==> config.mk <==
export PLATFORM = sky130hd
export DESIGN_NAME = idis_top
export DESIGN_NICKNAME = d
export VERILOG_FILES = /design/src/rtl/idis_pkg.sv /design/src/rtl/idis_top.sv /design/src/rtl/idis_irq_drv.sv
export SDC_FILE = /design/constraint.sdc
export NUM_CORES = 1
export LEC_CHECK = 0
export BUFFER_PORTS_ARGS = -buffer_cell sky130_fd_sc_hd__buf_2
export CORE_MARGIN = 2
export CORE_UTILIZATION = 44
export DETAILED_ROUTE_END_ITERATION = 8
export GPL_ROUTABILITY_DRIVEN = 0
export GPL_TIMING_DRIVEN = 0
export PLACE_DENSITY_LB_ADDON = 0.12
export SLEW_MARGIN = 20
export SYNTH_ARGS = -nofsm -noshare
export SYNTH_HDL_FRONTEND = slang
export SYNTH_SLANG_ARGS = --single-unit
==> constraint.sdc <==
create_clock -name clk_i -period 1.9 [get_ports clk_i]
set_input_delay 0.095 -clock clk_i [delete_from_list [all_inputs] [get_ports clk_i]]
set_output_delay 0.095 -clock clk_i [all_outputs]
set_load 0.02 [all_outputs]
==> src/rtl/idis_pkg.sv <==
// constants, field layouts and carrier types of the dma and irq steering block
//
// What this block and the system dma controller do
// floppy dma request is driven only while digital_output_reg bit 3 enables dma
// floppy dma request output floats whenever floppy dma is disabled
// system dma controller acknowledges a floppy request with floppy_dma_ack_n low
// with floppy ack asserted, isa read/write strobes become floppy dma strobes
// floppy ack is ignored unless digital_output_reg bit 3 enables floppy dma
// parport dma request used only in ecp hardware mode, negated otherwise
// in ecp hardware mode, extended_control_reg bit 3 gates request, else floats
// parport ack plus extended_control_reg bit 3 turns strobes into dma strobes
// system dma controller raises terminal count during its last transfer
// terminal count honoured only while a dma acknowledge is asserted
// irq3 and irq4 polarity chosen high or low through chip_config2
// hardware config: 2f8/2e8 serial base uses irq3, 3f8/3e8 uses irq4
// software config: serial irq lines assigned freely, no base tracking
// serial line enabled by modem_control_reg bit 3, asserted per int_enable_reg
// a serial irq line that is not enabled floats
// irq5 and irq7 polarity chosen high or low through chip_config2
// parport irq drives only irq5 or irq7 per parport_config1, other floats
// hardware config: parport at 278h uses irq5, at 3bch or 378h irq7
// a dma cycle needs address enable together with a dma acknowledge
// the zero wait state output is never asserted during dma accesses
package idis_pkg;

	// ****************************************************************
	// register map, byte addresses on the apb
	// ****************************************************************
	localparam logic [11:0] ADDR_DMA_CTRL = 12'h000;
	localparam logic [11:0] ADDR_IRQ_CFG  = 12'h004;
	localparam logic [11:0] ADDR_SER_CTRL = 12'h008;
	localparam logic [11:0] ADDR_STATUS   = 12'h00C;

	// dma control fields
	localparam int FL_GATE_BIT   = 3;   // digital_output_reg dma gate
	localparam int PP_GATE_BIT   = 11;  // extended_control_reg bit 3, byte 1
	localparam int ECP_HW_BIT    = 16;  // parallel port in ecp hardware mode

	// irq configuration fields (chip_config2 and parport_config1)
	localparam int POL_IRQ3_BIT  = 0;
	localparam int POL_IRQ4_BIT  = 1;
	localparam int POL_IRQ5_BIT  = 2;
	localparam int POL_IRQ7_BIT  = 3;
	localparam int SW_CFG_BIT    = 4;
	localparam int PAR_EN_BIT    = 5;
	localparam int PAR_SEL7_BIT  = 6;
	localparam int SER0_SEL4_BIT = 7;
	localparam int SER1_SEL4_BIT = 8;
	localparam int SER0_BASE_LSB = 9;
	localparam int SER1_BASE_LSB = 11;
	localparam int PAR_BASE_LSB  = 13;

	// serial control: enable nibble then modem control byte per port
	localparam int SER0_ENA_LSB  = 0;
	localparam int SER0_GATE_BIT = 11;  // modem_control_reg bit 3, port 0
	localparam int SER1_ENA_LSB  = 16;
	localparam int SER1_GATE_BIT = 27;  // modem_control_reg bit 3, port 1
	localparam int SER_ENA_W     = 4;

	// reset values: polarities active high, everything else off
	localparam logic [31:0] DMA_CTRL_RST = 32'h0000_0000;
	localparam logic [31:0] IRQ_CFG_RST  = 32'h0000_000F;
	localparam logic [31:0] SER_CTRL_RST = 32'h0000_0000;
	localparam logic [31:0] IRQ_CFG_MASK = 32'h0000_7FFF;
	localparam logic [31:0] SER_MASK     = 32'h080F_080F;

	// serial base codes
	localparam logic [1:0] SER_BASE_3F8 = 2'h0;
	localparam logic [1:0] SER_BASE_2F8 = 2'h1;
	localparam logic [1:0] SER_BASE_3E8 = 2'h2;
	localparam logic [1:0] SER_BASE_2E8 = 2'h3;

	// parallel base codes
	localparam logic [1:0] PAR_BASE_378 = 2'h0;
	localparam logic [1:0] PAR_BASE_278 = 2'h1;
	localparam logic [1:0] PAR_BASE_3BC = 2'h2;

	// ****************************************************************
	// carriers
	// ****************************************************************
	typedef struct packed {
		logic aen;       // address enable, high in dma cycles
		logic iorc_n;    // read command strobe
		logic iowc_n;    // write command strobe
		logic tc;        // terminal count
		logic hit;       // valid internal address decoded
		logic ide_hit;   // decoded access belongs to the ide interface
	} idis_isa_t;

	typedef struct packed {
		logic lvl;       // level driven when enabled
		logic oe;        // high while the pin is driven
	} idis_pin_t;

	typedef struct packed {
		logic rd;        // dma read strobe
		logic wr;        // dma write strobe
		logic tc;        // accepted terminal count
	} idis_dma_t;

endpackage

==> src/rtl/idis_top.sv <==
// dma handshake gating and isa interrupt steering with its apb registers
module idis_top
	import idis_pkg::*;
(
	// clock, reset, enable
	input  wire logic        clk_i,
	input  wire logic        rstn_i,
	input  wire logic        ce_i,
	// apb slave
	input  wire logic        psel_i,
	input  wire logic        penable_i,
	input  wire logic        pwrite_i,
	input  wire logic [11:0] paddr_i,
	input  wire logic [31:0] pwdata_i,
	input  wire logic [3:0]  pstrb_i,
	output logic      [31:0] prdata_o,
	output logic             pready_o,
	output logic             pslverr_o,
	// isa bus side
	input  idis_isa_t        isa_i,
	input  wire logic        floppy_dma_ack_n_i,
	input  wire logic        parport_dma_ack_n_i,
	output idis_pin_t        zero_wait_n_o,
	// requests and sources from the function units
	input  wire logic        fdc_req_i,
	input  wire logic        par_req_i,
	input  wire logic [3:0]  ser0_pend_i,
	input  wire logic [3:0]  ser1_pend_i,
	input  wire logic        par_int_i,
	// dma pins
	output idis_pin_t        floppy_dma_req_o,
	output idis_pin_t        parport_dma_req_o,
	// dma strobes to the function units
	output idis_dma_t        floppy_dma_o,
	output idis_dma_t        parport_dma_o,
	// interrupt pins
	output idis_pin_t        irq3_o,
	output idis_pin_t        irq4_o,
	output idis_pin_t        irq5_o,
	output idis_pin_t        irq7_o
);

	// ****************************************************************
	// apb slave
	// ****************************************************************
	logic [31:0] dma_ctrl_q;
	logic [31:0] irq_cfg_q;
	logic [31:0] ser_ctrl_q;
	logic        acc;
	logic        wr_en;
	logic        mapped;
	logic [31:0] rd_d;
	logic [31:0] bmask;

	assign acc   = psel_i & penable_i;
	assign wr_en = acc & pready_o & pwrite_i & mapped;

	// byte enables widened to a bit mask
	always_comb begin
		for (int i = 0; i < 4; i++) begin
			bmask[i*8 +: 8] = {8{pstrb_i[i]}};
		end
	end

	// address decode and read mux
	always_comb begin
		mapped = 1'b1;
		rd_d   = 32'h0000_0000;
		unique case (paddr_i)
			ADDR_DMA_CTRL: rd_d = dma_ctrl_q;
			ADDR_IRQ_CFG:  rd_d = irq_cfg_q;
			ADDR_SER_CTRL: rd_d = ser_ctrl_q;
			ADDR_STATUS: begin
				rd_d = {20'h0_0000,
					irq7_o, irq5_o, irq4_o, irq3_o,
					parport_dma_req_o, floppy_dma_req_o};
			end
			default: mapped = 1'b0;
		endcase
	end

	// one wait state: pready rises in the second access cycle
	always_ff @(posedge clk_i or negedge rstn_i) begin
		if (!rstn_i) begin
			pready_o  <= 1'b0;
			pslverr_o <= 1'b0;
			prdata_o  <= 32'h0000_0000;
		end else if (ce_i) begin
			pready_o  <= acc & ~pready_o;
			pslverr_o <= acc & ~pready_o & ~mapped;
			prdata_o  <= (acc & ~pready_o & ~pwrite_i) ? rd_d : 32'h0000_0000;
		end
	end

	// control registers, written at the completing edge only
	always_ff @(posedge clk_i or negedge rstn_i) begin
		if (!rstn_i) begin
			dma_ctrl_q <= DMA_CTRL_RST;
			irq_cfg_q  <= IRQ_CFG_RST;
			ser_ctrl_q <= SER_CTRL_RST;
		end else if (ce_i && wr_en) begin
			if (paddr_i == ADDR_DMA_CTRL) begin
				dma_ctrl_q <= ((dma_ctrl_q & ~bmask) | (pwdata_i & bmask))
					& ((32'h1 << FL_GATE_BIT) | (32'h1 << PP_GATE_BIT)
					| (32'h1 << ECP_HW_BIT));
			end
			if (paddr_i == ADDR_IRQ_CFG) begin
				irq_cfg_q <= ((irq_cfg_q & ~bmask) | (pwdata_i & bmask))
					& IRQ_CFG_MASK;
			end
			if (paddr_i == ADDR_SER_CTRL) begin
				ser_ctrl_q <= ((ser_ctrl_q & ~bmask) | (pwdata_i & bmask))
					& SER_MASK;
			end
		end
	end

	// ****************************************************************
	// register fields
	// ****************************************************************
	logic       fl_gate;
	logic       pp_gate;
	logic       ecp_hw;
	logic       sw_cfg;
	logic [1:0] ser0_base;
	logic [1:0] ser1_base;
	logic [1:0] par_base;
	logic [3:0] ena0;
	logic [3:0] ena1;
	logic       ser0_gate;
	logic       ser1_gate;

	assign fl_gate   = dma_ctrl_q[FL_GATE_BIT];
	assign pp_gate   = dma_ctrl_q[PP_GATE_BIT];
	assign ecp_hw    = dma_ctrl_q[ECP_HW_BIT];
	assign sw_cfg    = irq_cfg_q[SW_CFG_BIT];
	assign ser0_base = irq_cfg_q[SER0_BASE_LSB +: 2];
	assign ser1_base = irq_cfg_q[SER1_BASE_LSB +: 2];
	assign par_base  = irq_cfg_q[PAR_BASE_LSB +: 2];
	assign ena0      = ser_ctrl_q[SER0_ENA_LSB +: SER_ENA_W];
	assign ena1      = ser_ctrl_q[SER1_ENA_LSB +: SER_ENA_W];
	assign ser0_gate = ser_ctrl_q[SER0_GATE_BIT];
	assign ser1_gate = ser_ctrl_q[SER1_GATE_BIT];

	// ****************************************************************
	// dma handshake
	// ****************************************************************
	logic fl_ack;
	logic pp_ack;
	logic fl_cyc;
	logic pp_cyc;
	logic any_cyc;

	// acks count only with their gate bit and address enable
	assign fl_ack  = ~floppy_dma_ack_n_i & fl_gate;
	assign pp_ack  = ~parport_dma_ack_n_i & ecp_hw & pp_gate;
	assign fl_cyc  = isa_i.aen & fl_ack;
	assign pp_cyc  = isa_i.aen & pp_ack;
	assign any_cyc = isa_i.aen & (fl_ack | pp_ack);

	// request pins: floppy floats when gated off
	always_ff @(posedge clk_i or negedge rstn_i) begin
		if (!rstn_i) begin
			floppy_dma_req_o <= '0;
		end else if (ce_i) begin
			floppy_dma_req_o.lvl <= fdc_req_i & fl_gate;
			floppy_dma_req_o.oe  <= fl_gate;
		end
	end

	// parport request: negated outside ecp hw mode, floats when gated
	always_ff @(posedge clk_i or negedge rstn_i) begin
		if (!rstn_i) begin
			parport_dma_req_o <= '0;
		end else if (ce_i) begin
			parport_dma_req_o.lvl <= par_req_i & ecp_hw & pp_gate;
			parport_dma_req_o.oe  <= ~ecp_hw | pp_gate;
		end
	end

	// strobes and terminal count handed to the function units
	always_ff @(posedge clk_i or negedge rstn_i) begin
		if (!rstn_i) begin
			floppy_dma_o  <= '0;
			parport_dma_o <= '0;
		end else if (ce_i) begin
			floppy_dma_o.rd  <= fl_cyc & ~isa_i.iorc_n;
			floppy_dma_o.wr  <= fl_cyc & ~isa_i.iowc_n;
			floppy_dma_o.tc  <= fl_cyc & isa_i.tc;
			parport_dma_o.rd <= pp_cyc & ~isa_i.iorc_n;
			parport_dma_o.wr <= pp_cyc & ~isa_i.iowc_n;
			parport_dma_o.tc <= pp_cyc & isa_i.tc;
		end
	end

	// zero wait: open drain, pulled low for plain decoded i/o only
	always_ff @(posedge clk_i or negedge rstn_i) begin
		if (!rstn_i) begin
			zero_wait_n_o <= '0;
		end else if (ce_i) begin
			zero_wait_n_o.lvl <= 1'b0;
			zero_wait_n_o.oe  <= isa_i.hit & ~isa_i.ide_hit & ~isa_i.aen
				& ~any_cyc & (~isa_i.iorc_n | ~isa_i.iowc_n);
		end
	end

	// ****************************************************************
	// serial interrupt steering
	// ****************************************************************
	logic ser0_on4;
	logic ser1_on4;
	logic ser0_act;
	logic ser1_act;
	logic en3;
	logic en4;
	logic act3;
	logic act4;

	// hardware config follows the base, software config a free select
	always_comb begin
		ser0_on4 = (ser0_base == SER_BASE_3F8) || (ser0_base == SER_BASE_3E8);
		ser1_on4 = (ser1_base == SER_BASE_3F8) || (ser1_base == SER_BASE_3E8);
		if (sw_cfg) begin
			ser0_on4 = irq_cfg_q[SER0_SEL4_BIT];
			ser1_on4 = irq_cfg_q[SER1_SEL4_BIT];
		end
	end

	// global gate from modem control, conditions from int enable
	assign ser0_act = ser0_gate & |(ser0_pend_i & ena0);
	assign ser1_act = ser1_gate & |(ser1_pend_i & ena1);
	assign en3  = (ser0_gate & ~ser0_on4) | (ser1_gate & ~ser1_on4);
	assign en4  = (ser0_gate & ser0_on4) | (ser1_gate & ser1_on4);
	assign act3 = (ser0_act & ~ser0_on4) | (ser1_act & ~ser1_on4);
	assign act4 = (ser0_act & ser0_on4) | (ser1_act & ser1_on4);

	// ****************************************************************
	// parallel interrupt steering
	// ****************************************************************
	logic par_on7;
	logic par_en;

	// 278h base gives irq5, 378h or 3bch irq7
	assign par_on7 = sw_cfg ? irq_cfg_q[PAR_SEL7_BIT]
		: (par_base != PAR_BASE_278);
	assign par_en  = irq_cfg_q[PAR_EN_BIT];

	// ****************************************************************
	// pin drivers
	// ****************************************************************
	idis_irq_drv u_irq3 (
		.clk_i      (clk_i),
		.rstn_i     (rstn_i),
		.ce_i       (ce_i),
		.en_i       (en3),
		.act_i      (act3),
		.pol_high_i (irq_cfg_q[POL_IRQ3_BIT]),
		.pin_o      (irq3_o)
	);

	idis_irq_drv u_irq4 (
		.clk_i      (clk_i),
		.rstn_i     (rstn_i),
		.ce_i       (ce_i),
		.en_i       (en4),
		.act_i      (act4),
		.pol_high_i (irq_cfg_q[POL_IRQ4_BIT]),
		.pin_o      (irq4_o)
	);

	idis_irq_drv u_irq5 (
		.clk_i      (clk_i),
		.rstn_i     (rstn_i),
		.ce_i       (ce_i),
		.en_i       (par_en & ~par_on7),
		.act_i      (par_int_i),
		.pol_high_i (irq_cfg_q[POL_IRQ5_BIT]),
		.pin_o      (irq5_o)
	);

	idis_irq_drv u_irq7 (
		.clk_i      (clk_i),
		.rstn_i     (rstn_i),
		.ce_i       (ce_i),
		.en_i       (par_en & par_on7),
		.act_i      (par_int_i),
		.pol_high_i (irq_cfg_q[POL_IRQ7_BIT]),
		.pin_o      (irq7_o)
	);
endmodule

==> src/rtl/idis_irq_drv.sv <==
// one interrupt pin driver: polarity, enable and float
module idis_irq_drv
	import idis_pkg::*;
(
	// clock and reset
	input  wire logic      clk_i,
	input  wire logic      rstn_i,
	input  wire logic      ce_i,
	// control
	input  wire logic      en_i,
	input  wire logic      act_i,
	input  wire logic      pol_high_i,
	// pin
	output idis_pin_t      pin_o
);

	// ****************************************************************
	// registered pin
	// ****************************************************************
	// asserted level follows polarity; a disabled line floats
	always_ff @(posedge clk_i or negedge rstn_i) begin
		if (!rstn_i) begin
			pin_o <= '0;
		end else if (ce_i) begin
			pin_o.lvl <= pol_high_i ? act_i : ~act_i;
			pin_o.oe  <= en_i;
		end
	end

endmodule

* Yosys cells after proc, flatten, opt, wreduce, memory -nomap -nowiden
Index checks and enable logic that the tools add are counted.
Word-level totals: flip-flop bits (word level) 81, input bits 73, output and inout bits 54, word-level logic and storage cells 125
Operators by class: equal/unequal tests 6, muxes and demuxes 10, bitwise logic cells 72, reductions and logical operators 12
Operators with widths (count):
- $pmux W28 S4 | 1
- $and A28 B28 Y28 | 2
- $and A1 B1 Y1 | 38
- $mux W32 | 1
- $not A28 Y28 | 1
- $or A28 B28 Y28 | 1
- $eq A12 B4 Y1 const B | 2
- $and A17 B17 Y17 | 1
- $not A1 Y1 | 17
- $or A17 B17 Y17 | 1
- $and A15 B15 Y15 | 1
- $or A15 B15 Y15 | 1
- $eq A12 B3 Y1 const B | 1
- $logic_not A12 Y1 | 1
- $reduce_or A4 Y1 | 3
- $and A4 B4 Y4 | 2
- $mux W1 | 8
- $or A1 B1 Y1 | 7
- $reduce_and A2 Y1 | 3
- $eq A2 B2 Y1 const B | 2
- $logic_not A2 Y1 | 2
- $logic_or A1 B1 Y1 | 2
- $ne A2 B1 Y1 const B | 1
- $logic_and A1 B1 Y1 | 1

* Longest topological paths before layout
Gate-level depths: netlist of run 1.
word-level depth 8, gate-level depth with buffers 5, mapped depth without buffers 4

* Cells and area by module
From an unflattened synthesis of run 1, not the netlist that was laid out.
Unflattened totals: cells, all modules 246, area, all modules 3260.6 µm²
By module, submodules not included:
- idis_top | times used 1, cells an instance 226, area each 2920.3 µm², seq. area each 1531.5 µm²
- idis_irq_drv | times used 4, cells an instance 5, area each 85.1 µm², seq. area each 50.0 µm²

* Least setup slack after synthesis of run 1
OpenSTA, ideal clock, no wires.
path type input to register, start point input port paddr_i[7], end point register (tool-made name), setup time 0.125 ns, data arrival time 1.533 ns, path slack 0.242 ns, stages on the path 4, cell sequence or4_4 nor4_4 nand4_2 mux2_2
RTL lines:
- from (decl) | RTL line idis_top.sv:13 | input wire logic [11:0] paddr_i,

==> results.md, run 1 <==
- Maximum root-to-sink buffer count: 2
- Finished Core Util: 59.9%
- Die area: 8040 um2
- Drt pass-1 iters: 4
- Syn avg cell area: 12.6 um2
- Rel. slew slack: 44.3%
- Clock root buffer: clkbuf_8
- Initial Utilization: 45.0%
- Vias in the first global route: 2559
- Routed vias/inst: 5.15
- Status: complete, no violations
- Port-buffer cells: 99
- Max-cap violation count: 0
- Final setup vio count: 0
- N_diodes: 0
- CP max FO: 9
- Launch point of the worst hold path: pwdata_i[0]
- Reg2Reg Depth: 5
- Crit path capture type: flip-flop
- Yosys cell types: 43
- Area Growth Syn to Fin: 33.2%
- GRT Resource Usage Total: 21.6%
- Hpwl dp: 5980 um
- Final min period: 1670 ps
- R2R setup slack: 230 ps
- Gate Count Post-Synth: 256
- FMAX: 599 MHz
- TritonCTS clock tree: yes
- Worst-path clk slew: 70 ps
- Final antenna-violating net count: 0
- Num CTS Buffers: 9
- Via count: 2592
- Crit path cell chain: clkbuf_1 -> or2_2 -> a21boi_0 -> a221o_1 -> o221ai_1
- Slew @ Worst Pin: 835 ps
- Final wirelength: 8100 um
- Htree depth: 3
- CP peak stage delay: 360 ps
- EDFF count, synth: 0
- Crit share post-route: 87.9%
- Area after DPL: 3920 um2
- Largest net degree at the start of global routing: 54
- Setup TNS: 0 ps
- Seq/Total Area, Yosys: 53.6%
- HP Class: primary input to flip-flop
- LEAKAGE: 2.17 nW
- Flops & latches, synth: 69
- FP Rows: 31
- Die height: 89.7 um
- Layout Nets: 472
- Crit Path Category: flip-flop to flip-flop
- Share of cells above drive strength 1: 43.8%
- Final hold viol count: 0
- Post-Syn Area: 3230 um2
- CORE AREA: 7180 um2
- Die width: 89.7 um
- Peak supply drop: 334 uV
- Num ports: 127
- Worst hold path cell count: 2
- Reg2reg end: u_irq4.pin_o[1]
- Critical path buffers and inverters: 1
- Slew Limit Fails: 0
- Ys async rst share: 100%
- Dominant synthesized flop cell: dfrtp_1
- Clk sinks: 69
- First-pass GRT wire length: 12700 um
- Gr ovfl total: 0
- Cell Pwr Density: 669 nW/um2
- Hold WS: 18.6 ps
- Post-route cell area: 4300 um2
- Worst EP required: 2110 ps
- CP max-delay cell: dfrtp_1
- Filler instances: 629
- DR iter-0 viols: 152
- DRC viols: 0
- CP delay by family, top: compound AO/OA/AOI/OAI gates
- CP Launch Type: flip-flop
- WL/cell: 16.1 um
- Initial antenna violation count: 0
- RSZ-0062 raised after global routing: false
- Clk_skew: 5.85 ps
- Synthesis Warnings: 0
- Worst EP arrival: 1880 ps
- Skew-Pair Late Insertion Delay: 340 ps
logic make-up (layout without fill, tap and decap cells):
group,count (synthesis),after routing,share of synthesized area (%)
other,1,13,0.116
AOI/OAI and AO/OA,56,56,13.9
buffers and inverters,36,172,5.97
and+or+nand+nor,48,48,10.1
DFF,69,69,53.6
muxes,44,44,15.7
xor gates and xnor gates,2,2,0.543
timing repair:
item	in CTS	in global routing
hold endpoints to repair	86	0
resized for setup	0	1
buffers inserted	0	0
setup endpoints to repair	0	3
hold buffers	20	0
cells in the mapped netlist, types with 2 or more instances:
master	count	area share, %
a211oi_1	2	0.46
a21boi_0	2	0.46
a21oi_1	4	0.62
a221o_1	2	0.62
a22o_1	3	0.81
a22oi_1	9	2.1
a32o_1	7	2.2
buf_1	2	0.23
buf_4	13	3.0
clkbuf_1	9	1.0
dfrtp_1	65	50
dfstp_2	4	3.3
inv_1	10	1.2
mux2_2	34	12
mux2i_1	8	2.5
mux4_2	2	1.4
nand2_1	8	0.93
nand2b_1	4	0.78
nand3_1	5	0.78
nand4_1	6	1.2
nand4_2	2	0.78
nand4_4	2	1.3
nand4b_1	2	0.54
nor2_1	8	0.93
nor2b_1	2	0.39
o21ai_0	5	0.78
o221ai_1	2	0.54
o2bb2ai_1	18	4.9
xnor2_1	2	0.54
worst max-delay path by stage:
stage / startpoint / end / slack [ps] / depth (start not counted)
final: flip-flop / u_irq4.pin_o[1] / 230 / 5
after global routing: flip-flop / u_irq4.pin_o[1] / 90 / 5
after CTS: pready_o / flip-flop / 90 / 4
after detailed placement: paddr_i[7] / flip-flop / -120 / 5
after global placement: paddr_i[7] / flip-flop / -120 / 5
after floorplan: paddr_i[7] / flip-flop / 240 / 4
stage by stage:
| step | worst slack (ps) | total power [mW] | std cells |
|---|---|---|---|
| floorplan | 242 | 1.66 | 268 |
| global placement | -118 | 1.80 | 466 |
| detailed placement | -116 | 1.81 | 467 |
| CTS | 90.8 | 2.91 | 503 |
| global route | 88.2 | 3.00 | 503 |
| finish | 230 | 2.88 | 503 |
layer usage:
| metal | GRT usage, % | routed length, um |
|---|---|---|
| met5 | 0 | 0 |
| met4 | 10.0 | 160 |
| met3 | 3.47 | 380 |
| met2 | 33.4 | 3830 |
| met1 | 29.9 | 3730 |
worst reg2reg max path, delay by kind of cell, from the launching register on:
family                 cells  cell delay (ps)
and+or+nand+nor            1              330
DFF                        1              360
AOI/OAI and AO/OA          3              640
buffers and inverters      1              210
where the power goes:
group | total, mW | switching (mW) | internal, mW
registers | 1.50 | 0.0128 | 1.48
clock network | 1.07 | 0.525 | 0.543
logic | 0.312 | 0.174 | 0.138
layout by cell type, fill, tap and decap left out, types with 9 or more instances in the layout:
master         Yosys  layout
buf_2              1      99
clkbuf_1           9      12
buf_4             13      14
inv_1             10      10
conb_1             1      13
o2bb2ai_1         18      18
dfrtp_1           65      65
mux2_2            34      34
dlygate4sd3_1      0      20
a22oi_1            9       9
clkbuf_8           0      11
area by class of cell:
class                           count  area (um2)  share of cell area, %
Inverter                           10        37.5                  0.873
Clock buffer                       14         163                   3.78
Timing Repair Buffer              120         726                   16.9
Buffer                             26         155                   3.61
Multi-Input combinational cell    163        1350                   31.5
Tap cell                           99         124                   2.88
Clock inverter                      2        10.0                  0.233
Sequential cell                    69        1730                   40.3
(Power assumes the default switching activity.)
==> inputs of run 2 (changes only) <==
--- a/config.mk
+++ b/config.mk
@@ -6,7 +6,7 @@
 export NUM_CORES = 1
 export LEC_CHECK = 0
 export BUFFER_PORTS_ARGS = -buffer_cell sky130_fd_sc_hd__buf_2
-export CORE_MARGIN = 2
+export CORE_MARGIN = 3
 export CORE_UTILIZATION = 44
 export DETAILED_ROUTE_END_ITERATION = 8
 export GPL_ROUTABILITY_DRIVEN = 0
==> constraint.sdc (replaced) <==
create_clock -name clk_i -period 1.9 [get_ports clk_i]
set_input_delay 0.095 -clock clk_i [delete_from_list [all_inputs] [get_ports clk_i]]
set_output_delay 0.095 -clock clk_i [all_outputs]
set_load 0.01 [all_outputs]
==> results.md, run 2 (same netlist as run 1, synthesis figures left out) <==
- Launch point of the worst hold path: pwdata_i[0] (unchanged)
- GRT Resource Usage Total: 20.3% (was 21.6%)
- Initial antenna violation count: 0 (unchanged)
- Cell Pwr Density: 774 nW/um2 (was 669 nW/um2)
- Final hold viol count: 0 (unchanged)
- Total stage count of the critical path: 5 (unchanged)
- CP max FO: 8 (was 9)
- Vias in the first global route: 2562 (was 2559)
- Finished Core Util: 62.9% (was 59.9%)
- Reg2reg end: u_irq4.pin_o[1] (unchanged)
- N_diodes: 0 (unchanged)
- Routed vias/inst: 5.10 (was 5.15)
- Total power: 3.38 mW (was 2.88 mW)
- Layout Cells excl Fill: 497 (was 503)
- Num CTS Buffers: 9 (unchanged)
- R2R setup slack: 250 ps (was 230 ps)
- Die height: 91.7 um (was 89.7 um)
- DP Cell Count: 464 (was 467)
- TritonCTS clock tree: yes (unchanged)
- WL/cell: 16.6 um (was 16.1 um)
- Crit share post-route: 86.9% (was 87.9%)
- Crit path cell chain: buf_2 -> or4_4 -> nor4_4 -> nand4_2 -> mux2_2 (was clkbuf_1 -> or2_2 -> a21boi_0 -> a221o_1 -> o221ai_1)
- First-pass GRT wire length: 13300 um (was 12700 um)
- Status: complete, no violations (unchanged)
- Rel. slew slack: 45.7% (was 44.3%)
- Gr ovfl total: 0 (unchanged)
- Maximum root-to-sink buffer count: 2 (unchanged)
- Layout Nets: 469 (was 472)
- Share of cells above drive strength 1: 44.9% (was 43.8%)
- LEAKAGE: 2.21 nW (was 2.17 nW)
- Filler instances: 588 (was 629)
- Worst-path clk slew: 70 ps (about the same)
- Final min period: 1650 ps (was 1670 ps)
- Area after DPL: 3920 um2 (about the same)
- Slew @ Worst Pin: 814 ps (was 835 ps)
- Final setup vio count: 0 (unchanged)
- Setup ws final: 249 ps (was 230 ps)
- HP Class: primary input to flip-flop (unchanged)
- CP delay by family, top: simple AND/OR/NAND/NOR gates (was compound AO/OA/AOI/OAI gates)
- Max-cap violation count: 0 (unchanged)
- Reg2Reg Depth: 5 (unchanged)
- Worst EP required: 2120 ps (was 2110 ps)
- Hpwl dp: 6020 um (was 5980 um)
- Place WS: -137 ps (was -116 ps)
- FP Rows: 30 (was 31)
- Clk sinks: 69 (unchanged)
- Via count: 2535 (was 2592)
- Area Growth Syn to Fin: 35.2% (was 33.2%)
- Setup bufs post-CTS: 0 (unchanged)
- Initial Utilization: 46.5% (was 45.0%)
- Critical Path Start: paddr_i[7]
- DR iter-0 viols: 83 (was 152)
- Post-route cell area: 4370 um2 (was 4300 um2)
- Clk_skew: 10.5 ps (was 5.85 ps)
- Worst hold path cell count: 2 (unchanged)
- Crit path capture type: flip-flop (unchanged)
- Setup TNS: 0 ps (unchanged)
- Die width: 91.7 um (was 89.7 um)
- Peak supply drop: 465 uV (was 334 uV)
- Worst EP arrival: 1870 ps (was 1880 ps)
- Commonest non-fill, non-tap cells in the layout: 99 x buf_2, 65 x dfrtp_1, 34 x mux2_2 (unchanged)
- Most common cell after layout, fill and taps aside: buf_2 (unchanged)
- FMAX: 606 MHz (was 599 MHz)
- Final antenna-violating net count: 0 (unchanged)
- Hold WS: 11.8 ps (was 18.6 ps)
- CP max-delay cell: or4_4 (was dfrtp_1)
- Drt pass-1 iters: 4 (unchanged)
- RSZ-0062 raised after global routing: false (unchanged)
- Crit Path Category: primary input to flip-flop (was flip-flop to flip-flop)
- Htree depth: 3 (unchanged)
- Clock root buffer: clkbuf_8 (unchanged)
- Slew Limit Fails: 0 (unchanged)
- CP peak stage delay: 530 ps (was 360 ps)
- CP Launch Type: primary input (was flip-flop)
- Die area: 8400 um2 (was 8040 um2)
- Critical path buffers and inverters: 1 (unchanged)
- Largest net degree at the start of global routing: 53 (was 54)
- Port-buffer cells: 99 (unchanged)
- CORE AREA: 6940 um2 (was 7180 um2)
- DRC viols: 0 (unchanged)
- Num ports: 127 (unchanged)
- Skew-Pair Late Insertion Delay: 340 ps (about the same)
- Final wirelength: 8230 um (was 8100 um)
## run 2: changes by cell type in the layout (fill, tap and decap cells not counted)
cell           change
bufinv_16          +4
clkbuf_8           -1
clkbuf_1           -3
clkinv_2           -1
clkinv_4           +1
dlygate4sd3_1      -3
## run 2: worst reg2reg max path, stage by stage, from the launching register on
cell,delay [ps]
dfrtp_1,360
clkbuf_1,210
or2_2,340
a21boi_0,310
a221o_1,200
o221ai_1,90
## run 2: layout make-up
class | instances | area [um2] | share of cell area, %
flip-flops and latches | 69 | 1730 | 39.7
multi-input cells | 163 | 1350 | 31.0
repair buffers | 117 | 696 | 15.9
plain buffers | 26 | 155 | 3.55
clock buffers | 10 | 138 | 3.15
clock inverters | 6 | 134 | 3.07
well taps | 96 | 120 | 2.75
inverters | 10 | 37.5 | 0.860
## run 2: worst max-delay path by stage
stage	to	slack, ps
after floorplan	flip-flop	240
after global placement	flip-flop	-100
after detailed placement	flip-flop	-140
after CTS	flip-flop	100
after global routing	u_irq4.pin_o[1]	140
final	flip-flop	250
## run 2: power breakdown
part	internal, mW	leakage (nW)	switching [mW]
combinational	0.134	1.14	0.150
sequential	1.48	0.929	0.0122
clock	1.04	0.136	0.557
## run 2: per-layer routing
layer | GRT usage [%] | part of all wire, % | wire length [um] | vias to the layer above
li1 | - | - | - | 1211
met1 | 28.4 | 45 | 3710 | 1235
met2 | 31.6 | 48 | 3970 | 79
met3 | 3.86 | 5.5 | 451 | 10
met4 | 7.16 | 1.3 | 103 | 0
met5 | 0 | 0 | 0 | -
## run 2: timing repair
| item | in CTS | in global routing |
|---|---|---|
| hold buffers | 17 | 0 |
| resized for setup | 0 | 1 |
| hold endpoints to repair | 82 | 0 |
| setup endpoints to repair | 0 | 4 |
